--- config.mk ---
export PLATFORM = sky130hd
export DESIGN_NAME = pic_top
export DESIGN_NICKNAME = d
export VERILOG_FILES = /design/src/pic_pkg.sv /design/src/pic_top.sv /design/src/pic_arbiter.sv
export SDC_FILE = /design/constraint.sdc
export NUM_CORES = 1
export LEC_CHECK = 0
export BUFFER_PORTS_ARGS = -buffer_cell sky130_fd_sc_hd__buf_2
export CORE_MARGIN = 8
export CORE_UTILIZATION = 50
export CTS_CLUSTER_DIAMETER = 80
export CTS_CLUSTER_SIZE = 40
export DETAILED_ROUTE_END_ITERATION = 10
export PLACE_DENSITY = 0.81
export SLEW_MARGIN = 25
export SYNTH_ARGS = -nofsm -noshare
export SYNTH_HDL_FRONTEND = slang
export SYNTH_HIERARCHICAL = 1
export SYNTH_SLANG_ARGS = --single-unit
--- constraint.sdc ---
create_clock -name clk -period 12.3 [get_ports clk]
set_input_delay 1.845 -clock clk [delete_from_list [all_inputs] [get_ports clk]]
set_output_delay 1.845 -clock clk [all_outputs]
set_load 0.02 [all_outputs]
--- src/pic_pkg.sv ---
// Package for the priority interrupt controller: source indices, vectors,
// priority encoding and hardware-call timing.
// Assumes a core that supplies a machine-cycle strobe and instruction status.
// Behaviour
// Each external pin has own trigger-type bit
// Edge mode: high then low sample sets flag
// Requester holds each level one machine cycle
// Edge external flag cleared on vectoring
// Level external flag not cleared on vectoring
// Level requester holds pin low until serviced
// Timer overflow flags cleared on vectoring
// Watchdog flag set; enable gates; software clears
// Serial receive/transmit share one source, never hardware-cleared
// All flags writable by software
// Individual enables plus global enable
// Conversion-done flag set; software clears
// Comparator toggle sets flag; software clears
// I2C event flag set; software clears
// PWM brake sets flag; software clears
// Four levels; lower never preempts higher
// Fixed rank resolves same-level requests
// Flags sampled and polled every machine cycle
// Vector only when three conditions hold
// Requests not remembered beyond a poll
// Call pushes PC only, loads vector
// Fixed vector address per source
// High and low bits form level
// Only return-from-interrupt ends service
// Hardware call lasts four machine cycles
// One in-service marker per level
package pic_pkg;
  localparam int NSRC = 13;
  localparam int LEVELS = 4;

  // Source index equals arbitration rank minus one, so index 0 wins a tie
  localparam logic [3:0] SRC_EXT_A = 4'h0;
  localparam logic [3:0] SRC_BROWNOUT = 4'h1;
  localparam logic [3:0] SRC_WATCHDOG = 4'h2;
  localparam logic [3:0] SRC_TIMER_A = 4'h3;
  localparam logic [3:0] SRC_I2C = 4'h4;
  localparam logic [3:0] SRC_CONVERTER = 4'h5;
  localparam logic [3:0] SRC_EXT_B = 4'h6;
  localparam logic [3:0] SRC_KEYBOARD = 4'h7;
  localparam logic [3:0] SRC_COMP_A = 4'h8;
  localparam logic [3:0] SRC_TIMER_B = 4'h9;
  localparam logic [3:0] SRC_COMP_B = 4'ha;
  localparam logic [3:0] SRC_SERIAL = 4'hb;
  localparam logic [3:0] SRC_BRAKE = 4'hc;

  localparam logic [15:0] VEC_EXT_A = 16'h0003;
  localparam logic [15:0] VEC_TIMER_A = 16'h000b;
  localparam logic [15:0] VEC_EXT_B = 16'h0013;
  localparam logic [15:0] VEC_TIMER_B = 16'h001b;
  localparam logic [15:0] VEC_SERIAL = 16'h0023;
  localparam logic [15:0] VEC_BROWNOUT = 16'h002b;
  localparam logic [15:0] VEC_I2C = 16'h0033;
  localparam logic [15:0] VEC_KEYBOARD = 16'h003b;
  localparam logic [15:0] VEC_COMP_B = 16'h0043;
  localparam logic [15:0] VEC_WATCHDOG = 16'h0053;
  localparam logic [15:0] VEC_CONVERTER = 16'h005b;
  localparam logic [15:0] VEC_COMP_A = 16'h0063;
  localparam logic [15:0] VEC_BRAKE = 16'h0073;

  localparam logic [1:0] CALL_MCYCLES = 2'h3;  // Four machine cycles, counted 3..0
  localparam logic [12:0] FLAGS_RESET = 13'h0000;
  localparam logic [12:0] ENABLES_RESET = 13'h0000;
  localparam logic [3:0] IN_SERVICE_RESET = 4'h0;

  typedef enum logic [1:0] {
    PIC_IDLE = 2'b00,
    PIC_CALL = 2'b01,
    PIC_LAST = 2'b11
  } pic_state_t;

  // Instruction status from the core sequencer, valid with the machine-cycle strobe
  typedef struct packed {
    logic mcycle;       // One-clock strobe at each machine-cycle boundary
    logic last_cycle;   // Current machine cycle is the instruction's last
    logic writes_ctrl;  // Instruction writes an enable or priority register
    logic return_from_interrupt;  // Instruction ends a service routine
  } pic_core_t;

  // Software write to a flag: mask selects flags, value is written
  typedef struct packed {
    logic [12:0] mask;
    logic [12:0] value;
  } pic_flag_wr_t;

  typedef struct packed {
    logic        req;     // One-clock pulse: begin long_subroutine_call
    logic [15:0] vector;
    logic [3:0]  source;
    logic        push_pc;  // Push program counter only, no status word
  } pic_call_t;
endpackage

--- src/pic_top.sv ---
// Priority interrupt controller: flags, enables, poll and hardware call.
// Assumes the core holds pc pushes and flag writes as told and that flag
// sources give one-clock set pulses.
`timescale 1ns/1ps
module pic_top (
  input  wire logic                 clk,
  input  wire logic                 reset_n,
  input  wire pic_pkg::pic_core_t   core,
  input  wire logic                 ext_request_a_pin,
  input  wire logic                 ext_request_b_pin,
  input  wire logic                 ext_a_trigger_type,
  input  wire logic                 ext_b_trigger_type,
  input  wire logic                 timer_a_overflow,
  input  wire logic                 timer_b_overflow,
  input  wire logic                 watchdog_timeout,
  input  wire logic                 serial_receive_set,
  input  wire logic                 serial_transmit_set,
  input  wire logic                 conversion_done,
  input  wire logic                 comparator_a_out,
  input  wire logic                 comparator_b_out,
  input  wire logic                 i2c_event,
  input  wire logic                 keyboard_event,
  input  wire logic                 brownout_event,
  input  wire logic                 pwm_brake_pin,
  input  wire pic_pkg::pic_flag_wr_t flag_wr,
  input  wire logic                 serial_wr,
  input  wire logic [1:0]           serial_wr_value,
  input  wire logic                 global_irq_enable,
  input  wire logic [12:0]          source_enable,
  input  wire logic [12:0]          priority_high_bits,
  input  wire logic [12:0]          priority_low_bits,
  output pic_pkg::pic_call_t        call,
  output logic                      call_busy,
  output logic [12:0]               flags,
  output logic                      serial_receive_flag,
  output logic                      serial_transmit_flag,
  output logic [3:0]                in_service
);
  logic [12:0]        next_flags;
  logic               serial_receive;
  logic               serial_transmit;
  logic               next_serial_receive;
  logic               next_serial_transmit;
  logic [1:0]         ext_sample;
  logic [1:0]         next_ext_sample;
  logic [1:0]         comp_prev;
  logic [1:0]         next_comp_prev;
  logic               brake_prev;
  logic               next_brake_prev;
  logic [3:0]         next_in_service;
  pic_pkg::pic_state_t state;
  pic_pkg::pic_state_t next_state;
  logic [1:0]         call_count;
  logic [1:0]         next_call_count;
  pic_pkg::pic_call_t next_call;
  logic               next_call_busy;
  logic [12:0]        raw;
  logic [12:0]        pending;
  logic               found;
  logic [3:0]         winner;
  logic [1:0]         win_level;
  logic               vector_now;
  logic [3:0]         blocking;
  logic [2:0]         mc_seen;
  logic [2:0]         next_mc_seen;

  function automatic logic [15:0] vector_of(input logic [3:0] src);
    case (src)
      pic_pkg::SRC_EXT_A:     vector_of = pic_pkg::VEC_EXT_A;
      pic_pkg::SRC_BROWNOUT:  vector_of = pic_pkg::VEC_BROWNOUT;
      pic_pkg::SRC_WATCHDOG:  vector_of = pic_pkg::VEC_WATCHDOG;
      pic_pkg::SRC_TIMER_A:   vector_of = pic_pkg::VEC_TIMER_A;
      pic_pkg::SRC_I2C:       vector_of = pic_pkg::VEC_I2C;
      pic_pkg::SRC_CONVERTER: vector_of = pic_pkg::VEC_CONVERTER;
      pic_pkg::SRC_EXT_B:     vector_of = pic_pkg::VEC_EXT_B;
      pic_pkg::SRC_KEYBOARD:  vector_of = pic_pkg::VEC_KEYBOARD;
      pic_pkg::SRC_COMP_A:    vector_of = pic_pkg::VEC_COMP_A;
      pic_pkg::SRC_TIMER_B:   vector_of = pic_pkg::VEC_TIMER_B;
      pic_pkg::SRC_COMP_B:    vector_of = pic_pkg::VEC_COMP_B;
      pic_pkg::SRC_SERIAL:    vector_of = pic_pkg::VEC_SERIAL;
      default:                vector_of = pic_pkg::VEC_BRAKE;
    endcase
  endfunction

  // Sources whose flag hardware clears on vectoring
  function automatic logic auto_clears(input logic [3:0] src, input logic ext_a_edge, input logic ext_b_edge);
    case (src)
      pic_pkg::SRC_EXT_A:   auto_clears = ext_a_edge;
      pic_pkg::SRC_EXT_B:   auto_clears = ext_b_edge;
      pic_pkg::SRC_TIMER_A: auto_clears = 1'b1;
      pic_pkg::SRC_TIMER_B: auto_clears = 1'b1;
      default:              auto_clears = 1'b0;
    endcase
  endfunction

  // Both serial flags feed one source
  // Level mode requests straight from a low pin
  always_comb begin
    raw = flags;
    raw[pic_pkg::SRC_SERIAL] = serial_receive | serial_transmit;
    if (!ext_a_trigger_type) begin
      raw[pic_pkg::SRC_EXT_A] = ~ext_request_a_pin;
    end
    if (!ext_b_trigger_type) begin
      raw[pic_pkg::SRC_EXT_B] = ~ext_request_b_pin;
    end
  end

  // Individual and global enables
  assign pending = (global_irq_enable && state == pic_pkg::PIC_IDLE) ? (raw & source_enable) : 13'h0000;

  // Levels from high and low bits
  pic_arbiter u_arbiter (
    .pending   (pending),
    .prio_high (priority_high_bits),
    .prio_low  (priority_low_bits),
    .found     (found),
    .winner    (winner),
    .level     (win_level)
  );

  // Equal or higher level in service blocks
  always_comb begin
    blocking = 4'h0;
    for (int l = 0; l < pic_pkg::LEVELS; l++) begin
      blocking[l] = (in_service >> l) != 4'h0;
    end
  end

  // Fresh poll each machine cycle
  assign vector_now = core.mcycle && found && !blocking[win_level] && core.last_cycle &&
                      !core.writes_ctrl && !core.return_from_interrupt;

  // Flag state
  always_comb begin
    next_flags = flags;
    next_serial_receive = serial_receive;
    next_serial_transmit = serial_transmit;
    next_ext_sample = ext_sample;
    next_comp_prev = {comparator_b_out, comparator_a_out};
    next_brake_prev = pwm_brake_pin;
    // Software write first, hardware sets win
    next_flags = (flags & ~flag_wr.mask) | (flag_wr.value & flag_wr.mask);
    if (serial_wr) begin
      next_serial_receive = serial_wr_value[0];
      next_serial_transmit = serial_wr_value[1];
    end
    // Hardware clear on vectoring
    if (vector_now && auto_clears(winner, ext_a_trigger_type, ext_b_trigger_type)) begin
      next_flags[winner] = 1'b0;
    end
    // Edge detect at machine-cycle sampling
    if (core.mcycle) begin
      next_ext_sample = {ext_request_b_pin, ext_request_a_pin};
      if (ext_a_trigger_type && ext_sample[0] && !ext_request_a_pin) begin
        next_flags[pic_pkg::SRC_EXT_A] = 1'b1;
      end
      if (ext_b_trigger_type && ext_sample[1] && !ext_request_b_pin) begin
        next_flags[pic_pkg::SRC_EXT_B] = 1'b1;
      end
    end
    // Peripheral flag sets
    if (timer_a_overflow) next_flags[pic_pkg::SRC_TIMER_A] = 1'b1;
    if (timer_b_overflow) next_flags[pic_pkg::SRC_TIMER_B] = 1'b1;
    if (watchdog_timeout) next_flags[pic_pkg::SRC_WATCHDOG] = 1'b1;
    if (conversion_done) next_flags[pic_pkg::SRC_CONVERTER] = 1'b1;
    if (i2c_event) next_flags[pic_pkg::SRC_I2C] = 1'b1;
    if (keyboard_event) next_flags[pic_pkg::SRC_KEYBOARD] = 1'b1;
    if (brownout_event) next_flags[pic_pkg::SRC_BROWNOUT] = 1'b1;
    // Comparator toggles
    if (comparator_a_out != comp_prev[0]) next_flags[pic_pkg::SRC_COMP_A] = 1'b1;
    if (comparator_b_out != comp_prev[1]) next_flags[pic_pkg::SRC_COMP_B] = 1'b1;
    // Brake on falling brake pin
    if (brake_prev && !pwm_brake_pin) next_flags[pic_pkg::SRC_BRAKE] = 1'b1;
    // Serial flags set by hardware events or a software write, never hardware-cleared
    if (serial_receive_set) next_serial_receive = 1'b1;
    if (serial_transmit_set) next_serial_transmit = 1'b1;
    next_flags[pic_pkg::SRC_SERIAL] = 1'b0;
  end

  always_ff @(posedge clk) begin
    if (!reset_n) begin
      flags <= pic_pkg::FLAGS_RESET;
      serial_receive <= 1'b0;
      serial_transmit <= 1'b0;
      serial_receive_flag <= 1'b0;
      serial_transmit_flag <= 1'b0;
      ext_sample <= 2'h3;
      // Track the live outputs so a level held across reset is no toggle
      comp_prev <= {comparator_b_out, comparator_a_out};
      brake_prev <= 1'b1;
    end else begin
      flags <= next_flags;
      serial_receive <= next_serial_receive;
      serial_transmit <= next_serial_transmit;
      serial_receive_flag <= next_serial_receive;
      serial_transmit_flag <= next_serial_transmit;
      ext_sample <= next_ext_sample;
      comp_prev <= next_comp_prev;
      brake_prev <= next_brake_prev;
    end
  end

  // Call sequencer and in-service markers
  always_comb begin
    next_state = state;
    next_call_count = call_count;
    next_in_service = in_service;
    next_call = '0;
    next_call.vector = call.vector;
    next_call.source = call.source;
    next_call_busy = call_busy;
    next_mc_seen = call_busy ? mc_seen + 3'(core.mcycle) : 3'h0;
    case (state)
      pic_pkg::PIC_IDLE: begin
        if (vector_now) begin
          // Push PC, load vector
          next_call.req = 1'b1;
          next_call.push_pc = 1'b1;
          next_call.vector = vector_of(winner);
          next_call.source = winner;
          // Mark level in service
          next_in_service[win_level] = 1'b1;
          // Four machine cycles
          next_call_count = pic_pkg::CALL_MCYCLES;
          next_call_busy = 1'b1;
          next_state = pic_pkg::PIC_CALL;
        end else if (core.mcycle && core.return_from_interrupt && core.last_cycle) begin
          // Clear highest marker on return
          for (int l = 0; l < pic_pkg::LEVELS; l++) begin
            if (in_service[l] && (in_service >> (l + 1)) == 4'h0) begin
              next_in_service[l] = 1'b0;
            end
          end
        end
      end
      pic_pkg::PIC_CALL: begin
        if (core.mcycle) begin
          next_call_count = call_count - 2'h1;
          if (call_count == 2'h1) begin
            next_state = pic_pkg::PIC_LAST;
          end
        end
      end
      pic_pkg::PIC_LAST: begin
        if (core.mcycle) begin
          next_call_count = 2'h0;
          next_call_busy = 1'b0;
          next_state = pic_pkg::PIC_IDLE;
        end
      end
      default: begin
        next_state = pic_pkg::PIC_IDLE;
        next_call_busy = 1'b0;
      end
    endcase
  end

  always_ff @(posedge clk) begin
    if (!reset_n) begin
      state <= pic_pkg::PIC_IDLE;
      call_count <= 2'h0;
      in_service <= pic_pkg::IN_SERVICE_RESET;
      call <= '0;
      call_busy <= 1'b0;
      mc_seen <= 3'h0;
    end else begin
      state <= next_state;
      call_count <= next_call_count;
      in_service <= next_in_service;
      call <= next_call;
      call_busy <= next_call_busy;
      mc_seen <= next_mc_seen;
    end
  end

  property p_edge_set;
    @(posedge clk) disable iff (!reset_n)
      (core.mcycle && ext_a_trigger_type && ext_sample[0] && !ext_request_a_pin) |=> flags[pic_pkg::SRC_EXT_A];
  endproperty
  a_edge_set: assert property (p_edge_set) else $error("edge on external pin a not flagged");

  property p_timer_clear;
    @(posedge clk) disable iff (!reset_n)
      (vector_now && winner == pic_pkg::SRC_TIMER_A && !timer_a_overflow && !flag_wr.mask[3])
        |=> !flags[pic_pkg::SRC_TIMER_A];
  endproperty
  a_timer_clear: assert property (p_timer_clear) else $error("timer flag kept after vectoring");

  property p_level_keep;
    @(posedge clk) disable iff (!reset_n)
      (vector_now && winner == pic_pkg::SRC_EXT_B && !ext_b_trigger_type && flags[6] && !flag_wr.mask[6])
        |=> flags[pic_pkg::SRC_EXT_B];
  endproperty
  a_level_keep: assert property (p_level_keep) else $error("level flag cleared by vectoring");

  property p_global_off;
    @(posedge clk) disable iff (!reset_n) !global_irq_enable |=> !call.req;
  endproperty
  a_global_off: assert property (p_global_off) else $error("call with global enable off");

  property p_vector;
    @(posedge clk) disable iff (!reset_n)
      (vector_now && winner == pic_pkg::SRC_WATCHDOG) |=> (call.req && call.vector == 16'h0053);
  endproperty
  a_vector: assert property (p_vector) else $error("wrong watchdog vector");

  property p_call_len;
    @(posedge clk) disable iff (!reset_n)
      $fell(call_busy) |-> mc_seen == 3'(pic_pkg::CALL_MCYCLES) + 3'h1;
  endproperty
  a_call_len: assert property (p_call_len) else $error("hardware call not four machine cycles long");

  property p_no_preempt;
    @(posedge clk) disable iff (!reset_n) vector_now |-> (in_service >> win_level) == 4'h0;
  endproperty
  a_no_preempt: assert property (p_no_preempt) else $error("equal or higher level preempted");

  property p_conditions;
    @(posedge clk) disable iff (!reset_n)
      (core.writes_ctrl || core.return_from_interrupt || !core.last_cycle) |=> !call.req;
  endproperty
  a_conditions: assert property (p_conditions) else $error("call in a denied cycle");

  property p_mark;
    @(posedge clk) disable iff (!reset_n) vector_now |=> in_service[$past(win_level)];
  endproperty
  a_mark: assert property (p_mark) else $error("in-service marker not set");
endmodule

--- src/pic_arbiter.sv ---
// Combinational poll: finds the highest level, then the best rank within it.
// Assumes pending requests are already gated by all enables.
`timescale 1ns/1ps
module pic_arbiter (
  input  wire logic [12:0] pending,
  input  wire logic [12:0] prio_high,
  input  wire logic [12:0] prio_low,
  output logic             found,
  output logic [3:0]       winner,
  output logic [1:0]       level
);
  always_comb begin
    found = 1'b0;
    winner = 4'h0;
    level = 2'h0;
    // Level first, rank second
    for (int l = 3; l >= 0; l--) begin
      for (int s = pic_pkg::NSRC - 1; s >= 0; s--) begin
        if (!found || level == 2'(l)) begin
          if (pending[s] && {prio_high[s], prio_low[s]} == 2'(l) && (!found || 4'(s) < winner)) begin
            found = 1'b1;
            winner = 4'(s);
            level = 2'(l);
          end
        end
      end
    end
  end
endmodule

# Word-level counts from Yosys, hierarchy flattened
# Memories as Yosys holds them, arrays and structs flattened.
# Cells that the tools add are included.
# op_classes
order_cmp	55
n_mux	355
eq_ne	89
reduce_logical	332
addsub	1
n_bitwise	12
# op_table
operator	n
$mux 4	105
$mux 2	109
$mux 1	131
$logic_and 1x1->1	122
$eq 2x2->1 const B	52
$logic_or 1x1->1	102
$lt 4x4->1 const A	19
$lt 3x4->1 const A	16
$logic_not 1->1	57
$eq 2x1->1 const B	28
$logic_not 2->1	27
$and 13x13->13	4
$lt 1x4->1 const A	8
$lt 2x4->1 const A	8
$mux 13	2
$not 13->13	2
$mux 22	1
$logic_not 4->1	4
$or 13x13->13	1
$pmux 2 s3	2
$reduce_and 3->1	4
$reduce_bool 2->1	6
$reduce_bool 4->1	3
$ne 2x2->1 const B	4
20 further kinds	27
# totals
mem_count	1
inputBits	91
ff_bits	51
rom_bits	64
out_inout_bits	42
word_cells	863
# memory_table
name	depth	word_bits	rd	rd_ports_with_merged_regs	wr	line_no	text
(no name shown)	16	4	1	0	0	pic_top.sv:68	case (src)

# Depth between registers and ports, before layout
# Gate-level depths: netlist of the first run.
# depth
depth_word	272
depth_mapped	19

# Cells and area by module
# Netlist of the first run, hierarchy kept.
# by_module_without_submodules
mod	cells_each	seq_area_each_um2	instances	area_per_inst_um2
pic_top	237	760.7	1	2174.6
pic_arbiter	203	0.0	1	1302.5

# Worst setup path before layout of the first run
# OpenSTA, ideal clock, no wires.
# synth_timing
path_type	input-to-reg
from	input global_irq_enable
to	register flags[1]
cell_stages	18
arrival_time_ns	5.081
setup_slack_ns	7.105
setup_ns	0.115
t_required_ns	12.185
path_cell_list	and2_1 > clkbuf_1 > and3_1 > nand3_2 > nand4_4 > nor4_4 > and4_1 > inv_2 > nor4b_1 > a211o_1 > o221ai_1 > inv_1 > ha_1 > a21o_1 > nand2_1 > nor4_2 > a21oi_1 > o21a_1
# synth_lines
element	line_no	text
from (decl)	pic_top.sv:28	input wire logic global_irq_enable,
$logic_and 1x1->1 *	pic_top.sv:110	assign pending = (global_irq_enable && state == pic_pkg::PIC_IDLE) ? (raw & source_enable) : 13'h0000;
$mux 13 *	pic_top.sv:110	
net pending[9]	pic_top.sv:58	logic [12:0] pending;
$logic_and 1x1->1 (2 in series)	pic_arbiter.sv:20	if (pending[s] && {prio_high[s], prio_low[s]} == 2'(l) && (!found || 4'(s) < winner)) begin
$mux 4 / $mux 1 (equally long branches)	pic_arbiter.sv:20	
$mux 4 / $mux 1 (equally long branches)	pic_arbiter.sv:19	if (!found || level == 2'(l)) begin
$lt 4x4->1 / $logic_not 1->1 (equally long branches)	pic_arbiter.sv:20, pic_arbiter.sv:19	
$logic_or 1x1->1	pic_arbiter.sv:20	
(+238 left out)	-	
net win_level[1]	pic_top.sv:61	logic [1:0] win_level;
$bmux 1 s2 *	pic_top.sv:131	assign vector_now = core.mcycle && found && !blocking[win_level] && core.last_cycle &&
$mux 1 (implied by the code) *	pic_top.sv:131	
$logic_not 1->1 *	pic_top.sv:131	
$logic_and 1x1->1 * (3 in series)	pic_top.sv:131	
$logic_and 1x1->1 *	pic_top.sv:132	!core.writes_ctrl && !core.return_from_interrupt;
$logic_and 1x1->1 *	pic_top.sv:149	if (vector_now && auto_clears(winner, ext_a_trigger_type, ext_b_trigger_type)) begin
$mux 13 *	pic_top.sv:149	
$mux 1 *	pic_top.sv:169	if (brownout_event) next_flags[pic_pkg::SRC_BROWNOUT] = 1'b1;
to (signal assigned)	pic_top.sv:183	flags <= pic_pkg::FLAGS_RESET;
to (signal assigned)	pic_top.sv:193	flags <= next_flags;
to (decl)	pic_top.sv:34	output logic [12:0] flags,
# Mark *: on every way through the listed nets, which the timed path passes. The rest lies on a longest branch. The select of a mux whose other input is x is not followed.
# A chain may end at the register's enable or synchronous reset.

# Final worst setup path of the first run
# layout_timing
from	input global_irq_enable
to	register flags[2]
# layout_lines
element	line_no	text
$logic_and 1x1->1 *	pic_top.sv:110	
$mux 13 *	pic_top.sv:110	
net pending[4]	pic_top.sv:58	
$logic_and 1x1->1 (2 in series)	pic_arbiter.sv:20	
$mux 4 / $mux 1 (equally long branches)	pic_arbiter.sv:20	
$mux 4 / $mux 1 (equally long branches)	pic_arbiter.sv:19	
$lt 2x4->1 / $logic_not 1->1 (equally long branches)	pic_arbiter.sv:20, pic_arbiter.sv:19	
$logic_or 1x1->1	pic_arbiter.sv:20	
(+213 left out)	-	
net win_level[1]	pic_top.sv:61	
$bmux 1 s2 *	pic_top.sv:131	
$mux 1 (implied by the code) *	pic_top.sv:131	
$logic_not 1->1 *	pic_top.sv:131	
$logic_and 1x1->1 * (3 in series)	pic_top.sv:131	
$logic_and 1x1->1 *	pic_top.sv:132	
$logic_and 1x1->1 *	pic_top.sv:149	
$mux 13 *	pic_top.sv:149	
$mux 1 *	pic_top.sv:165	if (watchdog_timeout) next_flags[pic_pkg::SRC_WATCHDOG] = 1'b1;
# Marked as above.

==> metrics, run 1 <==
P&R area growth vs syn=18.2%; M2 GR Usage=40.1%; setup bufs post-CTS=0; largest net degree at the start of global routing=46; Internal Power=0.000221 W; Post-synth top flop=dfxtp_1; Inserted Diodes=0; fin crit share=50.2%; port bufs=119; critical path class=in -> reg; H-tree depth=2; fill count=630; HPWL after DPL=9700 um; Residual DRC=0; syn avg cell area=7.90 um^2; worst skew pair latency=0.29 ns; Ports=133; non-filler cells, final=631; Reg clk slew, reported paths=0.07 ns; max_cap viols=0; synth top area cells=dfxtp_1 22%, nand2_1 5.4%, mux2i_1 4.6%; Worst Path Max Fanout=13; die width=99.4 um; Hold Path Class=reg -> reg; post-layout min period=6.17 ns; Worst Reg-to-Reg Cells=18; Post-synth EDFFs=0; routed len/inst=18.7 um; count leader, synth=nand2_1; Die Y=99.4 um; share of cells above drive strength 1=28.5%; Slew Limit Fails=0; gpl congestion=0.956; max_slew headroom=47.3%; total power=0.000357 W; setup TNS=0 ns; #FFs+latches synth=38; Worst-Margin Slew=0.790 ns; synth unique cells=76; RSZ-0062 raised after global routing=no; Vias=3951; vias in the first global route=3882; Required @ worst endpoint=12.49 ns; Total GRT Usage=23.3%; GRT Residual Overflow=0; initial core utilization=51.5%; CTS resizes=0; WHS Path Cells=2; power per cell area=86.8 nW/um^2; gr busiest metal=met2; Final Hold Vio Count=0; register area share after synthesis=21.9%; vias per cell=6.26; global-route wire length before repair=18900 um; nets=647; crit end category=flop; drt pass-1 iters=5; CTS sink cnt=38; initial antenna violation count=0; Seq pwr share=37.6%; CTS root buffer=clkbuf_8; Rows=30; Placed Cells=624; GR Layer Usage met1=27.0%; Initial DRC Count=330; clock share of power=23.0%; Max Fclk=0.162 GHz; Pleak=1.95 nW; CTS Buf Count=5; core footprint=6760 um^2; crit start category=primary input; WL final=11800 um; CTS max path bufs=2; hold slack=0.458 ns; maximum vdd drop=0.0749 mV; die area=9880 um^2; Yosys top cell by area=dfxtp_1; Post-synth top cells=50 x nand2_1, 38 x dfxtp_1, 27 x nor2_1; # hold bufs at CTS=0; Post-Syn Area=3480 um^2; CTS tree=yes; Final Setup Violations=0; outcome=complete, no violations; Switch Pwr=0.000135 W; top-area cell type share of the netlist area=21.9%; synthesized instance count=440; remaining antenna violation count=0; Yosys warnings=6; combinational share of power=39.4%; met3 global-route usage=4.82%; switch share=37.9%; CP arrival=6.36 ns; Clock Skew=0.00436 ns; Async SR Flop Fraction=0%
[cells by family (layout without fill, tap and decap cells)]
kind of cell,count (synthesis),after routing,synth area share (%)
and+or+nand+nor,219,219,39.9
AOI/OAI and AO/OA,121,121,24.2
DFF,38,38,21.9
buffers and inverters,36,137,6.41
muxes,18,18,5.25
adders and majority gates,5,5,1.80
xor gates and xnor gates,2,2,0.504
other,1,11,0.108
[final cells by class]
class / count / area, um^2 / share of cell area, %
multi-input combinational: 376 / 2530 / 61.6
sequential: 38 / 761 / 18.5
timing repair buffer: 119 / 596 / 14.5
tap: 80 / 100 / 2.44
clock buffer: 6 / 72.6 / 1.77
inverter: 11 / 41.3 / 1.00
clock inverter: 1 / 7.51 / 0.183
[layout by cell type (no fill, tap or decap), types with 11 or more instances in the layout]
| cell type | instances |
|---|---|
| a21oi_1 | 17 |
| and3_1 | 16 |
| buf_2 | 119 |
| conb_1 | 11 |
| dfxtp_1 | 38 |
| mux2i_1 | 16 |
| nand2_1 | 50 |
| nand3_1 | 20 |
| nand3b_1 | 19 |
| nor2_1 | 27 |
| o21a_1 | 15 |
| o21ai_0 | 23 |
[state kept, by name (all words and copies together), names as in the netlist]
register	cells
call	10
comp_prev	2
serial_transmit	1
call_busy	1
ext_sample	2
in_service	4
brake_prev	1
serial_receive	1
state	2
call_count	2
flags	12
[critical path: stages]
cell      delay, ns
buf_2          0.10
and2_1         0.31
and3_1         0.36
nand3_1        0.19
nand4_2        0.17
nor4_4         0.57
and4_1         0.42
inv_2          0.16
nor4b_1        0.35
a211o_1        0.16
o221ai_1       0.28
inv_1          0.19
ha_1           0.29
a21o_1         0.14
nand2_1        0.06
nor4_2         0.43
a21oi_1        0.14
o21a_1         0.19
[through the flow]
| stage | instance area [um^2] | setup slack [ns] | util (%) |
|---|---|---|---|
| 6_report | 4110 | 6.13 | 60.8 |
| 5_1_grt | 4110 | 5.86 | 60.8 |
| 4_1_cts | 4110 | 6.29 | 60.8 |
| 3_5_place_dp | 4030 | 6.01 | 59.6 |
| 3_3_place_gp | 4030 | 6.06 | 59.6 |
| 2_1_floorplan | 3510 | 7.10 | - |
[path summary, 6_finish.rpt]
check / startpoint / to / slack (ns)
min reg2reg: call[9] / call[9] / 0.46
max reg2reg: state[1] / flags[2] / 7.16
max: global_irq_enable / flags[2] / 6.13
min: call[9] / call[9] / 0.46
[power by group through the flow]
stage	Clock [W]	Combinational, W	Sequential [W]
finish	0.0000819	0.000141	0.000134
global route	0.0000874	0.000152	0.000135
CTS	0.0000828	0.000138	0.000134
detailed placement	0	0.000137	0.000137
global placement	0	0.000135	0.000136
floorplan	0	0.0000892	0.000142
[layer usage]
| layer | wire, um | vias up |
|---|---|---|
| li1 | - | 1873 |
| met1 | 4680 | 1835 |
| met2 | 5730 | 209 |
| met3 | 965 | 34 |
| met4 | 388 | 0 |
| met5 | 0 | - |
No activity file was read; power rests on OpenSTA's default activity.
==> inputs of run 2 (changes only) <==
--- a/config.mk
+++ b/config.mk
@@ -7,11 +7,11 @@
 export LEC_CHECK = 0
 export BUFFER_PORTS_ARGS = -buffer_cell sky130_fd_sc_hd__buf_2
 export CORE_MARGIN = 8
-export CORE_UTILIZATION = 50
+export CORE_UTILIZATION = 45
 export CTS_CLUSTER_DIAMETER = 80
 export CTS_CLUSTER_SIZE = 40
 export DETAILED_ROUTE_END_ITERATION = 10
-export PLACE_DENSITY = 0.81
+export PLACE_DENSITY = 0.77
 export SLEW_MARGIN = 25
 export SYNTH_ARGS = -nofsm -noshare
 export SYNTH_HDL_FRONTEND = slang
==> constraint.sdc (replaced) <==
create_clock -name clk -period 5.4 [get_ports clk]
set_input_delay 0.81 -clock clk [delete_from_list [all_inputs] [get_ports clk]]
set_output_delay 0.81 -clock clk [all_outputs]
set_load 0.02 [all_outputs]
==> metrics, run 2 (synthesis results as in run 1) <==
outcome=complete, no violations (unchanged); worst r2r dst=flags[0] (was flags[2]); initial antenna violation count=0 (unchanged); Worst Reg-to-Reg Cells=17 (was 18); GRT Residual Overflow=0 (unchanged); CP arrival=4.92 ns (was 6.36 ns); nets=652 (was 647); port bufs=119 (unchanged); most frequent cells in the layout=119 x buf_2, 50 x nand2_1, 38 x dfxtp_1 (unchanged); max_cap viols=0 (unchanged); CTS resizes=0 (unchanged); fin crit share=87.9%; Reg clk slew, reported paths=0.07 ns (about the same); Hold Path Class=reg -> reg (unchanged); Pleak=1.98 nW (was 1.95 nW); die width=104 um (was 99.4 um); worst r2r src=state[1] (unchanged); Largest Register=flags (unchanged); Required @ worst endpoint=5.57 ns (was 12.49 ns); Clock Skew=0.00845 ns (was 0.00436 ns); worst skew pair latency=0.29 ns (about the same); CTS max path bufs=2 (unchanged); post-layout min period=4.75 ns; vias in the first global route=3900 (was 3882); initial core utilization=45.7% (was 51.5%); share of cells above drive strength 1=29.2% (was 28.5%); Worst-Margin Slew=0.772 ns (was 0.790 ns); CTS tree=yes (unchanged); Total GRT Usage=21.0% (was 23.3%); Ports=133 (unchanged); crit start category=flop (was primary input); pre-CTS setup slack=0.483 ns (was 6.01 ns); setup bufs post-CTS=0 (unchanged); global-route wire length before repair=18900 um (about the same); Critical Path Sink=flags[0] (was flags[2]); Inserted Diodes=0 (unchanged); vias per cell=5.93 (was 6.26); most common cell after layout, fill and taps aside=buf_2 (unchanged); Final Hold Vio Count=0 (unchanged); critical path class=reg -> reg (was in -> reg); setup TNS=0 ns (unchanged); core footprint=7610 um^2 (was 6760 um^2); RSZ-0062 raised after global routing=no (unchanged); top flop regs=flags (12), call (10), in_service (4) (unchanged); maximum vdd drop=0.187 mV (was 0.0749 mV); drt pass-1 iters=5 (unchanged); gpl congestion=0.972 (was 0.956); Initial DRC Count=311 (was 330); power per cell area=197 nW/um^2 (was 86.8 nW/um^2); Critical Path Source=state[1] (was global_irq_enable); Finished Core Util=54.9% (was 60.8%); routed len/inst=17.9 um (was 18.7 um); Vias=3894 (was 3951); Die Y=104 um (was 99.4 um); die area=10800 um^2 (was 9880 um^2); largest net degree at the start of global routing=46 (unchanged); Final Worst Setup Slack=0.654 ns (was 6.13 ns); P&R area growth vs syn=20.1% (was 18.2%); # hold bufs at CTS=0 (unchanged); WL final=11800 um (about the same); max reg flops=12 (unchanged); HPWL after DPL=9760 um (was 9700 um); Slew Limit Fails=0 (unchanged); CTS sink cnt=38 (unchanged); Rows=32 (was 30); Final Setup Violations=0 (unchanged); CTS Buf Count=5 (unchanged); fill count=773 (was 630); crit end category=flop (unchanged); Residual DRC=0 (unchanged); R2R Setup Slk=0.65 ns (was 7.16 ns); max_slew headroom=48.5% (was 47.3%); H-tree depth=2 (unchanged); CTS root buffer=clkbuf_8 (unchanged); Worst Path Max Fanout=13 (unchanged); remaining antenna violation count=0 (unchanged); Max Fclk=0.211 GHz
run 2: changes by cell type in the layout (fill, tap and decap cells not counted), sizes merged:
cell	previous run	this run
buf	119	124
clkinvlp	1	0
run 2: worst min path at each step:
stage,endpoint,start,depth (start not counted),slack [ns]
4_1_cts,call[10],call[10],2,0.46
3_3_place_gp,call[9],call[9],2,0.45
6_report,call[10],call[10],2,0.46
3_5_place_dp,call[10],call[10],2,0.45
2_1_floorplan,ext_sample[0],ext_sample[0],2,0.43
5_1_grt,call[11],call[11],2,0.48
run 2: layout make-up:
cell class,instances,area (um^2),share of cell area (%)
tap,102,128,3.06
timing repair buffer,124,633,15.2
inverter,11,41.3,0.989
clock buffer,6,82.6,1.98
multi-input combinational,376,2530,60.6
sequential,38,761,18.2
run 2: stage by stage:
step                instance area [um^2]  cells  power (W)  hold WS [ns]
floorplan                           3510    450   0.000526         0.434
global placement                    4090    651   0.000627         0.448
detailed placement                  4090    651   0.000632         0.449
CTS                                 4180    657   0.000824         0.461
global route                        4180    657   0.000872         0.480
finish                              4180    657   0.000822         0.458
run 2: routing by layer:
| layer | track usage [%] | part of all wire (%) | vias up |
|---|---|---|---|
| met5 | 0 | 0 | - |
| met4 | 9.93 | 3.9 | 0 |
| met3 | 4.34 | 7.5 | 31 |
| met2 | 36.2 | 48 | 185 |
| met1 | 24.2 | 41 | 1800 |
| li1 | - | - | 1878 |
run 2: power by group:
group,internal (W),switching (W),leakage [nW]
registers,0.000295,0.0000116,0.313
clock network,0.0000984,0.0000916,0.0431
logic,0.000127,0.000198,1.62
run 2: critical path, stage by stage, from the launching register on:
cell,delay (ns)
dfxtp_1,0.48
nor2_1,0.12
and2_1,0.35
and3_1,0.35
nand3_1,0.19
nand4_2,0.17
or4_1,0.66
o21ai_0,0.23
nor2_1,0.05
o21ai_0,0.30
o221ai_1,0.36
inv_1,0.18
ha_1,0.28
a21o_1,0.14
nand2_1,0.06
nor4_2,0.40
a21oi_1,0.15
o21a_1,0.18
